<file path="config.mk">
export PLATFORM = sky130hd
export DESIGN_NAME = fgc_top
export DESIGN_NICKNAME = d
export VERILOG_FILES = /design/src/fgc_pkg.sv /design/src/fgc_ext_if.sv /design/src/fgc_extreme_track.sv /design/src/fgc_top.sv
export SDC_FILE = /design/constraint.sdc
export NUM_CORES = 1
export LEC_CHECK = 0
export ABC_AREA = 1
export BUFFER_PORTS_ARGS = -buffer_cell sky130_fd_sc_hd__buf_2
export CELL_PAD_IN_SITES_DETAIL_PLACEMENT = 0
export CELL_PAD_IN_SITES_GLOBAL_PLACEMENT = 1
export CORE_ASPECT_RATIO = 1.2
export CORE_MARGIN = 5
export CORE_UTILIZATION = 45
export DETAILED_ROUTE_END_ITERATION = 6
export PLACE_DENSITY_LB_ADDON = 0.08
export REMOVE_ABC_BUFFERS = 1
export SLEW_MARGIN = 20
export SYNTH_ARGS = -nofsm -noshare
export SYNTH_HDL_FRONTEND = slang
export SYNTH_SLANG_ARGS = --single-unit
</file>
<file path="constraint.sdc">
create_clock -name clk_sys -period 6.83 [get_ports clk_sys]
set_input_delay 1.366 -clock clk_sys [delete_from_list [all_inputs] [get_ports clk_sys]]
set_output_delay 1.366 -clock clk_sys [all_outputs]
set_load 0.05 [all_outputs]
</file>
<file path="src/fgc_pkg.sv">
// Purpose: shared constants for the fluxgate drive and fault classifier
// Assumes: 100 MHz system clock, 10-bit converter codes over 1.5 V
// Notes:   thresholds are codes, code = mV * 1023 / 1500
package fgc_pkg;
  // ----------------------------------------------------------------
  // clock and timing
  // ----------------------------------------------------------------
  localparam int unsigned CLK_HZ           = 100_000_000;
  localparam int unsigned SAMPLE_RATE_SPS  = 4000;        // above 2000
  localparam int unsigned SAMPLE_DIV       = CLK_HZ / SAMPLE_RATE_SPS;
  localparam int unsigned WINDOW_MS        = 13;
  localparam int unsigned WINDOW_CYC       = (CLK_HZ / 1000) * WINDOW_MS;
  // ----------------------------------------------------------------
  // converter code space
  // ----------------------------------------------------------------
  localparam int unsigned ADC_W            = 10;
  localparam int unsigned FULL_SCALE_MV    = 1500;
  localparam int unsigned DC_TRIP_MV       = 200;
  localparam int unsigned AC_TRIP_MV       = 600;
  localparam int unsigned NEAR_ZERO_MV     = 30;
  localparam int unsigned HYST_MV          = 100;
  localparam logic [9:0]  DC_TRIP_CODE  = 10'((DC_TRIP_MV * 1023) / FULL_SCALE_MV);
  localparam logic [9:0]  AC_TRIP_CODE  = 10'((AC_TRIP_MV * 1023) / FULL_SCALE_MV);
  localparam logic [9:0]  NEAR_ZERO_CODE = 10'((NEAR_ZERO_MV * 1023) / FULL_SCALE_MV);
  localparam logic [9:0]  HYST_CODE     = 10'((HYST_MV * 1023) / FULL_SCALE_MV);
  // ----------------------------------------------------------------
  // reset values and types
  // ----------------------------------------------------------------
  localparam logic        DIR_RST          = 1'b0;
  typedef enum logic [1:0] {
    FGC_NONE = 2'b00,
    FGC_DC   = 2'b01,
    FGC_AC   = 2'b10
  } fgc_fault_t;
  typedef enum logic [1:0] {
    FGC_IDLE    = 2'b00,
    FGC_MONITOR = 2'b01,
    FGC_TRIPPED = 2'b11
  } fgc_state_t;
endpackage : fgc_pkg

</file>
<file path="src/fgc_ext_if.sv">
// Purpose: extremes carrier between classifier and tracker
// Assumes: one clock domain
// Notes:   clear has priority over a sample in the tracker
interface fgc_ext_if;
  logic       clear;
  logic       sample_vld;
  logic [9:0] sample;
  logic [9:0] hi;
  logic [9:0] lo;
  modport ctrl (output clear, output sample_vld, output sample, input hi, input lo);
  modport trk  (input clear, input sample_vld, input sample, output hi, output lo);
endinterface : fgc_ext_if

</file>
<file path="src/fgc_extreme_track.sv">
// Purpose: keeps highest and lowest sample of a window
// Assumes: clear and sample come from the classifier
// Notes:   after clear, hi reads zero and lo reads all ones
module fgc_extreme_track
  import fgc_pkg::*;
(
  // clock and reset
  input wire logic clk_sys,
  input wire logic rst,
  // carrier
  fgc_ext_if.trk   ext
);
  // ----------------------------------------------------------------
  // extremes
  // ----------------------------------------------------------------
  // clear first so a new window never inherits old extremes
  always_ff @(posedge clk_sys or posedge rst) begin
    if (rst) begin
      ext.hi <= 10'h000;
      ext.lo <= 10'h3FF;
    end else if (ext.clear) begin
      ext.hi <= 10'h000;
      ext.lo <= 10'h3FF;
    end else if (ext.sample_vld) begin
      if (ext.sample > ext.hi) ext.hi <= ext.sample;
      if (ext.sample < ext.lo) ext.lo <= ext.sample;
    end
  end
endmodule : fgc_extreme_track

</file>
<file path="src/fgc_top.sv">
// Purpose: drive direction toggle and AC/DC residual fault classifier
// Assumes: comparator and converter outputs are synchronous to clk_sys
// Notes:   converter start pulse paces sampling; result valid strobes a code

module fgc_top
  import fgc_pkg::*;
#(
  parameter int unsigned WIN_CYCLES = WINDOW_CYC,
  parameter int unsigned SMP_DIV    = SAMPLE_DIV
) (
  // clock and reset
  input  wire logic             clk_sys,
  input  wire logic             rst,
  // saturation comparator and bridge
  input  wire logic             sat_detect,
  output logic                  bridge_in1,
  output logic                  bridge_in2,
  // converter
  output logic                  adc_start,
  input  wire logic             adc_valid,
  input  wire logic [ADC_W-1:0] adc_code,
  // thresholds
  input  wire logic [ADC_W-1:0] dc_trip_th,
  input  wire logic [ADC_W-1:0] ac_trip_th,
  input  wire logic [ADC_W-1:0] hyst_th,
  // result
  output logic                  relay_trip,
  output logic [1:0]            fault_type,
  output logic                  monitoring
);
  // ----------------------------------------------------------------
  // direction toggle flop
  // ----------------------------------------------------------------
  logic sat_prev_r;
  logic direction_toggle_flop_r;

  // edge detect on the comparator level
  always_ff @(posedge clk_sys or posedge rst) begin
    if (rst) sat_prev_r <= 1'b0;
    else     sat_prev_r <= sat_detect;
  end

  // inverted state fed back; equal time per direction keeps duty at half
  always_ff @(posedge clk_sys or posedge rst) begin
    if (rst) begin
      direction_toggle_flop_r <= DIR_RST;
    end else if (sat_detect && !sat_prev_r) begin
      direction_toggle_flop_r <= ~direction_toggle_flop_r;
    end
  end

  // both outputs registered from the same edge so they never overlap
  always_ff @(posedge clk_sys or posedge rst) begin
    if (rst) begin
      bridge_in1 <= DIR_RST;
      bridge_in2 <= ~DIR_RST;
    end else if (sat_detect && !sat_prev_r) begin
      bridge_in1 <= ~direction_toggle_flop_r;
      bridge_in2 <= direction_toggle_flop_r;
    end
  end

  // ----------------------------------------------------------------
  // sample pacing
  // ----------------------------------------------------------------
  logic [31:0] smp_cnt_r;

  // one-cycle start pulse at SMP_DIV cycle intervals
  always_ff @(posedge clk_sys or posedge rst) begin
    if (rst) begin
      smp_cnt_r <= 32'h0000_0000;
      adc_start <= 1'b0;
    end else if (smp_cnt_r >= 32'(SMP_DIV - 1)) begin
      smp_cnt_r <= 32'h0000_0000;
      adc_start <= 1'b1;
    end else begin
      smp_cnt_r <= smp_cnt_r + 32'h0000_0001;
      adc_start <= 1'b0;
    end
  end

  // ----------------------------------------------------------------
  // classifier
  // ----------------------------------------------------------------
  fgc_ext_if  ext ();
  fgc_state_t state_r;
  logic [31:0] win_cnt_r;
  logic [ADC_W-1:0] lower_th;

  function automatic logic [ADC_W-1:0] min_code(input logic [ADC_W-1:0] a, input logic [ADC_W-1:0] b);
    min_code = (a < b) ? a : b;
  endfunction : min_code

  // arming uses whichever threshold is lower
  assign lower_th       = min_code(dc_trip_th, ac_trip_th);
  assign ext.sample     = adc_code;
  assign ext.sample_vld = adc_valid && (state_r == FGC_MONITOR);
  assign ext.clear      = (state_r == FGC_IDLE) && !(adc_valid && adc_code > lower_th);

  fgc_extreme_track u_track (
    .clk_sys (clk_sys),
    .rst     (rst),
    .ext     (ext)
  );

  // window, decision and trip release; a fault not found drops to idle
  always_ff @(posedge clk_sys or posedge rst) begin
    if (rst) begin
      state_r    <= FGC_IDLE;
      win_cnt_r  <= 32'h0000_0000;
      relay_trip <= 1'b0;
      fault_type <= FGC_NONE;
      monitoring <= 1'b0;
    end else begin
      case (state_r)
        FGC_IDLE: begin
          relay_trip <= 1'b0;
          if (adc_valid && adc_code > lower_th) begin
            state_r    <= FGC_MONITOR;
            win_cnt_r  <= 32'h0000_0000;
            monitoring <= 1'b1;
          end
        end
        FGC_MONITOR: begin
          if (win_cnt_r >= 32'(WIN_CYCLES - 1)) begin
            monitoring <= 1'b0;
            // dc threshold input defaults to the 200 mV code, ac to the 600 mV code
            if (ext.lo > dc_trip_th) begin
              state_r    <= FGC_TRIPPED;
              fault_type <= FGC_DC;
              relay_trip <= 1'b1;
            end else if (ext.lo <= NEAR_ZERO_CODE && ext.hi > ac_trip_th) begin
              state_r    <= FGC_TRIPPED;
              fault_type <= FGC_AC;
              relay_trip <= 1'b1;
            end else begin
              state_r <= FGC_IDLE;
            end
          end else begin
            win_cnt_r <= win_cnt_r + 32'h0000_0001;
          end
        end
        FGC_TRIPPED: begin
          // release only on a fresh sample under hysteresis
          if (adc_valid && adc_code < hyst_th) begin
            state_r    <= FGC_IDLE;
            relay_trip <= 1'b0;
          end
        end
        default: begin
          state_r <= FGC_IDLE;
        end
      endcase
    end
  end
endmodule : fgc_top

</file>
; ---- Word level (Yosys, flattened, before mapping)
; Cells that the tools add are included.
[totals]
ff_bits = 94
elab_cells = 82
out_inout_bits = 7
inputBits = 44
[op_classes]
n_reduce_logical = 22
bitwise_logic = 1
mux = 28
n_addsub = 2
order_cmp = 10
n_eq_ne = 7
[op_table]
columns = operator, n
row1 = 2-to-1 mux 32 bit, 3
row2 = 2-to-1 mux 10 bit, 7
row3 = "adder 32 x 1 -> 32 bit, second input constant", 2
row4 = case mux 32 bit (2 select lines), 1
row5 = greater-than comparator 10 bit, 4
row6 = "greater-or-equal comparator 32 x 15 -> 1 bit, second input constant", 1
row7 = "greater-or-equal comparator 32 x 21 -> 1 bit, second input constant", 1
row8 = less-than comparator 10 bit, 3
row9 = 2-to-1 mux 2 bit, 7
row10 = AND reduction 3 bit, 4
row11 = "<= comparator 10 x 5 -> 1 bit, second input constant", 1
row12 = nonzero test 2 bit, 5
row13 = 2-to-1 mux 1 bit, 7
row14 = logical AND 1 bit, 6
row15 = case mux 2 bit (3 select lines), 1
row16 = "inequality test 2 x 1 -> 1 bit, second input constant", 2
row17 = "inequality test 2 bit, second input constant", 2
row18 = AND reduction 2 bit, 2
row19 = AND reduction 4 bit, 1
row20 = "inequality test 3 x 1 -> 1 bit, second input constant", 1
row21 = case mux 1 bit (3 select lines), 1
row22 = nonzero test 3 bit, 1
row23 = "== test 2 x 1 -> 1 bit, second input constant", 1
row24 = "== test 2 bit, second input constant", 1
row25 = 4 further kinds, 5

; ---- Logic depth before layout (Yosys ltp)
[depth]
depth_word = 8
mapped_depth = 22
mapped_depth_nobuf = 20

; ---- Cells and area by module
; From an unflattened synthesis, not the netlist that was laid out.
[hier_totals]
cells_unflattened = 856
area_unflattened_um2 = 6560.0
[by_module_without_submodules]
columns = mod, area_each_um2, seq_area_each_um2, instances, cells_each
row1 = fgc_top, 4989.8, 1853.0, 1, 662
row2 = fgc_extreme_track, 1570.3, 513.0, 1, 194

; ---- Least setup slack after synthesis
; No wires, ideal clock.
[synth_timing]
path_kind = input to register
from = input port ac_trip_th[1]
to = register win_cnt_r[13]
path_buffers = 2
required_ns = 6.710
setup_ns = 0.120
t_arrival_ns = 3.638
path_stages = 17
setup_slack_ns = 3.072
path_cell_list = inv_1 > ha_1 > a21boi_0 > o211ai_1 > o2111ai_1 > clkbuf_1 > nand2_1 > o21ai_0 > ha_1 > nand2_1 > nor2_1 > nand3_1 > nand3_1 > nand3_1 > nand2_4 > buf_6 > o21ai_2
[synth_via]
elab_chain_len = 6
[synth_lines]
columns = element, line
row1 = from (decl), fgc_top.sv:24  ; input wire logic [ADC_W-1:0] ac_trip_th,
row2 = less-than comparator 10 bit, fgc_top.sv:91  ; min_code = (a < b) ? a : b;
row3 = 2-to-1 mux 10 bit *, fgc_top.sv:91
row4 = greater-than comparator 10 bit *, fgc_top.sv:118  ; if (adc_valid && adc_code > lower_th) begin
row5 = logical AND 1 bit *, fgc_top.sv:118
row6 = inequality test 2 x 1 -> 1 bit (no source line) *, --
row7 = AND reduction 3 bit (no source line) *, --
row8 = to (signal assigned), fgc_top.sv:140  ; win_cnt_r <= win_cnt_r + 32'h0000_0001;
row9 = to (decl), fgc_top.sv:87  ; logic [31:0] win_cnt_r;
; Mark *: on every way between the ends. The rest lies on a longest branch, timed or not.
; A chain may end at the register's enable or synchronous reset.

; ---- Worst setup path after layout
[layout_timing]
from = input port ac_trip_th[3]
to = register win_cnt_r[15]
; Same word-level chain as after synthesis.

==> insert_results.sql <==
INSERT INTO impl_metrics (metric_group, metric, value, unit) VALUES
('grt', 'grt_max_degree', '70', ''),
('min_path', 'instance_count_along_the_most_critical_hold_path', '1', ''),
('route', 'ant_nets', '0', ''),
('worst_setup_path', 'crit_path_max_fo', '36', ''),
('floorplanning', 'chipHeight', '139', 'um'),
('clock_network', 'clock_tree.htree_level_count', '3', ''),
('sta', 'unrepaired_setup_endpoints_after_global_routing', 'false', ''),
('route', 'routed_wire_length', '14700', 'um'),
('worst_setup_path', 'cp_top_family', 'simple AND/OR/NAND/NOR gates', ''),
('logic_synthesis', 'ys_seq_elements', '94', ''),
('worst_setup_path', 'timing.critical_path.required', '7.07', 'ns'),
('flow_run', 'max_cap_viol_count', '0', ''),
('worst_setup_path', 'cp-end-kind', 'flop', ''),
('sta', 'worstMarginPinSlew', '0.903', 'ns'),
('logic_synthesis', 'synthDominantCellAreaShare', '33.3', '%'),
('pwr', 'power.ir.vdd_worst', '0.000143', 'V'),
('finish', 'most_used_cells_in_the_layout_excluding_fill_and_tap_cells', 'nand2_1 (229), inv_1 (129), nor2_1 (109)', ''),
('sta', 'timing.final.crit_share', '70.3', '%'),
('finish', 'synthToLayoutAreaGrowth', '12.5', '%'),
('finish', 'antenna_diode_count', '0', ''),
('logic_synthesis', 'yosys_warnings', '0', ''),
('grt', 'grt_ovf', '0', ''),
('grt', 'first_global_vias', '5335', ''),
('sta', 'final.setup_skew', '0.00817', 'ns'),
('clock_network', 'cts_repair_resize_count', '0', ''),
('route', 'top_routing_layer_in_use', 'met4', ''),
('worst_setup_path', 'reg2regPathDepth', '9', ''),
('run_status', 'status', 'finished, final reports clean', ''),
('logic_synthesis', 'netlist_area', '6250', 'um2'),
('grt', 'grtUsageTotal', '18.7', '%'),
('worst_setup_path', 'critical_path.cell_chain', 'buf_2, inv_1, ha_1, a21oi_1, o21ai_0, nand2_1, o2111ai_1, buf_4, nand2_1, o21ai_0, ha_1, nand2_1, nor2_1, nand3_1, nand3_1, nand3_1, nand2_4, inv_1, nand2_1, nand2_1', ''),
('sta', 'timing_max_transition_violations_final', '0', ''),
('route', 'dr.pass1.iters', '5', ''),
('logic_synthesis', 'synth_top_area_cell', 'dfrtp_1', ''),
('place', 'gp_congestion', '0.844', ''),
('min_path', 'worst_hold_path.endpoint', 'smp_cnt_r[0]', ''),
('worst_setup_path', 'worst_ep_arrival_time', '5.03', 'ns'),
('floorplanning', 'fp.dieArea', '16300', 'um2'),
('floorplanning', 'initial_core_util', '45.6', '%'),
('worst_setup_path', 'reg2reg_setup_slack', '4.49', 'ns'),
('pwr', 'power.switching', '0.786', 'mW'),
('route', 'drt-vias-per-instance', '4.89', ''),
('clock_network', 'clock_latency', '0.35', 'ns'),
('worst_setup_path', 'timing_worst_setup_path_type', 'input port to flop', ''),
('worst_setup_path', 'critical-path-top-cell-by-count', 'nand2_1', ''),
('floorplanning', 'floorplan.io_pins', '51', ''),
('logic_synthesis', 'library_cells_used_by_synthesis', '40', ''),
('clock_network', 'cts_tree', 'done', ''),
('sta', 'max_slew_margin', '39.8', '%'),
('clock_network', 'clock_sinks', '94', ''),
('logic_synthesis', 'synth_top_cells_by_area', 'dfrtp_1 (33%), ha_1 (14%), nand2_1 (14%)', ''),
('clock_network', 'cts-root-buf', 'clkbuf_16', ''),
('sta', 'report.final.setup_viol', '0', ''),
('finish', 'fill_cells', '1367', ''),
('min_path', 'hold_start', 'smp_cnt_r[0]', ''),
('worst_setup_path', 'worst_setup_path_start_kind', 'input port', ''),
('sta', 'totalNegativeSetupSlack', '0', 'ns'),
('logic_synthesis', 'fraction_of_the_yosys_area_taken_by_sequential_cells', '37.9', '%'),
('finish', 'post_route_cells_drive_above_1_share', '11.1', '%'),
('route', 'post-route-drc-count', '0', ''),
('worst_setup_path', 'critical_path_buf_inv_count', '4', ''),
('route', 'wl_met3', '433', 'um'),
('sta', 'finalHoldViolations', '0', ''),
('pwr', 'power.share.sequential', '36.2', '%'),
('place', 'dp_hpwl', '11600', 'um'),
('clock_network', 'holdBufCountCts', '0', ''),
('pwr', 'power.static_leakage', '3.74', 'nW'),
('route', 'dr_wl_met2', '7790', 'um'),
('pwr', 'internal-power', '1.24', 'mW'),
('floorplanning', 'fp.dieW', '118', 'um'),
('grt', 'global_route_wire_length_before_repair', '25000', 'um');
## final cells by class
| type | instances | area, um2 | share of cell area [%] |
|---|---|---|---|
| clock buffer | 11 | 233 | 3.31 |
| inverter | 132 | 497 | 7.07 |
| sequential | 94 | 2370 | 33.7 |
| clock inverter | 5 | 82.6 | 1.18 |
| tap | 171 | 214 | 3.04 |
| multi-input combinational | 616 | 3360 | 47.8 |
| timing repair buffer | 53 | 273 | 3.88 |
## per-stage QoR
step	cell area [um2]	instances	power (mW)	setup slack, ns	hold WS, ns
after detailed placement	6710	1066	1.50	1.67	0.455
after floorplan	6220	842	1.27	2.28	0.433
after global placement	6710	1066	1.47	1.76	0.448
after global routing	7030	1082	2.20	1.57	0.485
final	7030	1082	2.02	2.03	0.463
after CTS	7030	1082	2.05	2.02	0.465
## metal layers
metal  vias up  global-route usage (%)
li1       2771                       -
met1      2422                    21.7
met2        80                    34.1
met3        23                    2.61
met4         0                    7.55
met5         -                       0
## registers in the layout (all words and copies together), names as in the netlist
register        flops
bridge_in1          1
state_r             2
win_cnt_r          32
fault_type          2
u_track.ext.hi     10
u_track.ext.lo     10
relay_trip          1
adc_start           1
bridge_in2          1
smp_cnt_r          32
monitoring          1
sat_prev_r          1
## how the worst max path moves through the flow
| stage | slack, ns | cells past startpoint | end |
|---|---|---|---|
| floorplan | 2.28 | 16 | u_track.ext.lo[4] |
| global placement | 1.76 | 19 | u_track.ext.lo[8] |
| detailed placement | 1.67 | 20 | win_cnt_r[15] |
| CTS | 2.02 | 20 | win_cnt_r[15] |
| global route | 1.57 | 19 | win_cnt_r[14] |
| finish | 2.03 | 20 | win_cnt_r[15] |
## cells in the mapped netlist, drive strengths merged
cell / n
dfstp: 11
o21a: 2
dfrtp: 83
mux2i: 1
o211ai: 3
nor3b: 3
o21ai: 44
nand2: 232
nor4: 2
and2: 1
a21oi: 24
xor2: 13
clkbuf: 6
conb: 1
nor2: 112
o2111ai: 1
a21boi: 1
inv: 132
a21o: 2
nand3: 43
nand3b: 3
nand4: 14
buf: 9
nor3: 21
or2: 2
ha: 69
a31oi: 1
o22ai: 1
xnor2: 1
o21bai: 2
or3: 1
## cell families (layout without fill, tap and decap cells)
kind of cell,count (synthesis),in the layout,synth area share (%)
buffers and inverters,147,201,9.31
multiplexers,1,1,0.160
AO/OA/AOI/OAI,81,81,7.59
other,1,17,0.0600
XOR/XNOR,14,14,1.96
AND/OR/NAND/NOR,434,434,29.2
adder cells (fa/ha/maj),69,69,13.8
flip-flops,94,94,37.9
## power groups by stage
stage	sequential [mW]	clock, mW	combinational (mW)
after floorplan	0.739	0	0.533
after global placement	0.743	0	0.731
after detailed placement	0.743	0	0.762
after CTS	0.733	0.555	0.765
after global routing	0.746	0.577	0.881
final	0.733	0.538	0.752
No activity file was read; power rests on OpenSTA's default activity.
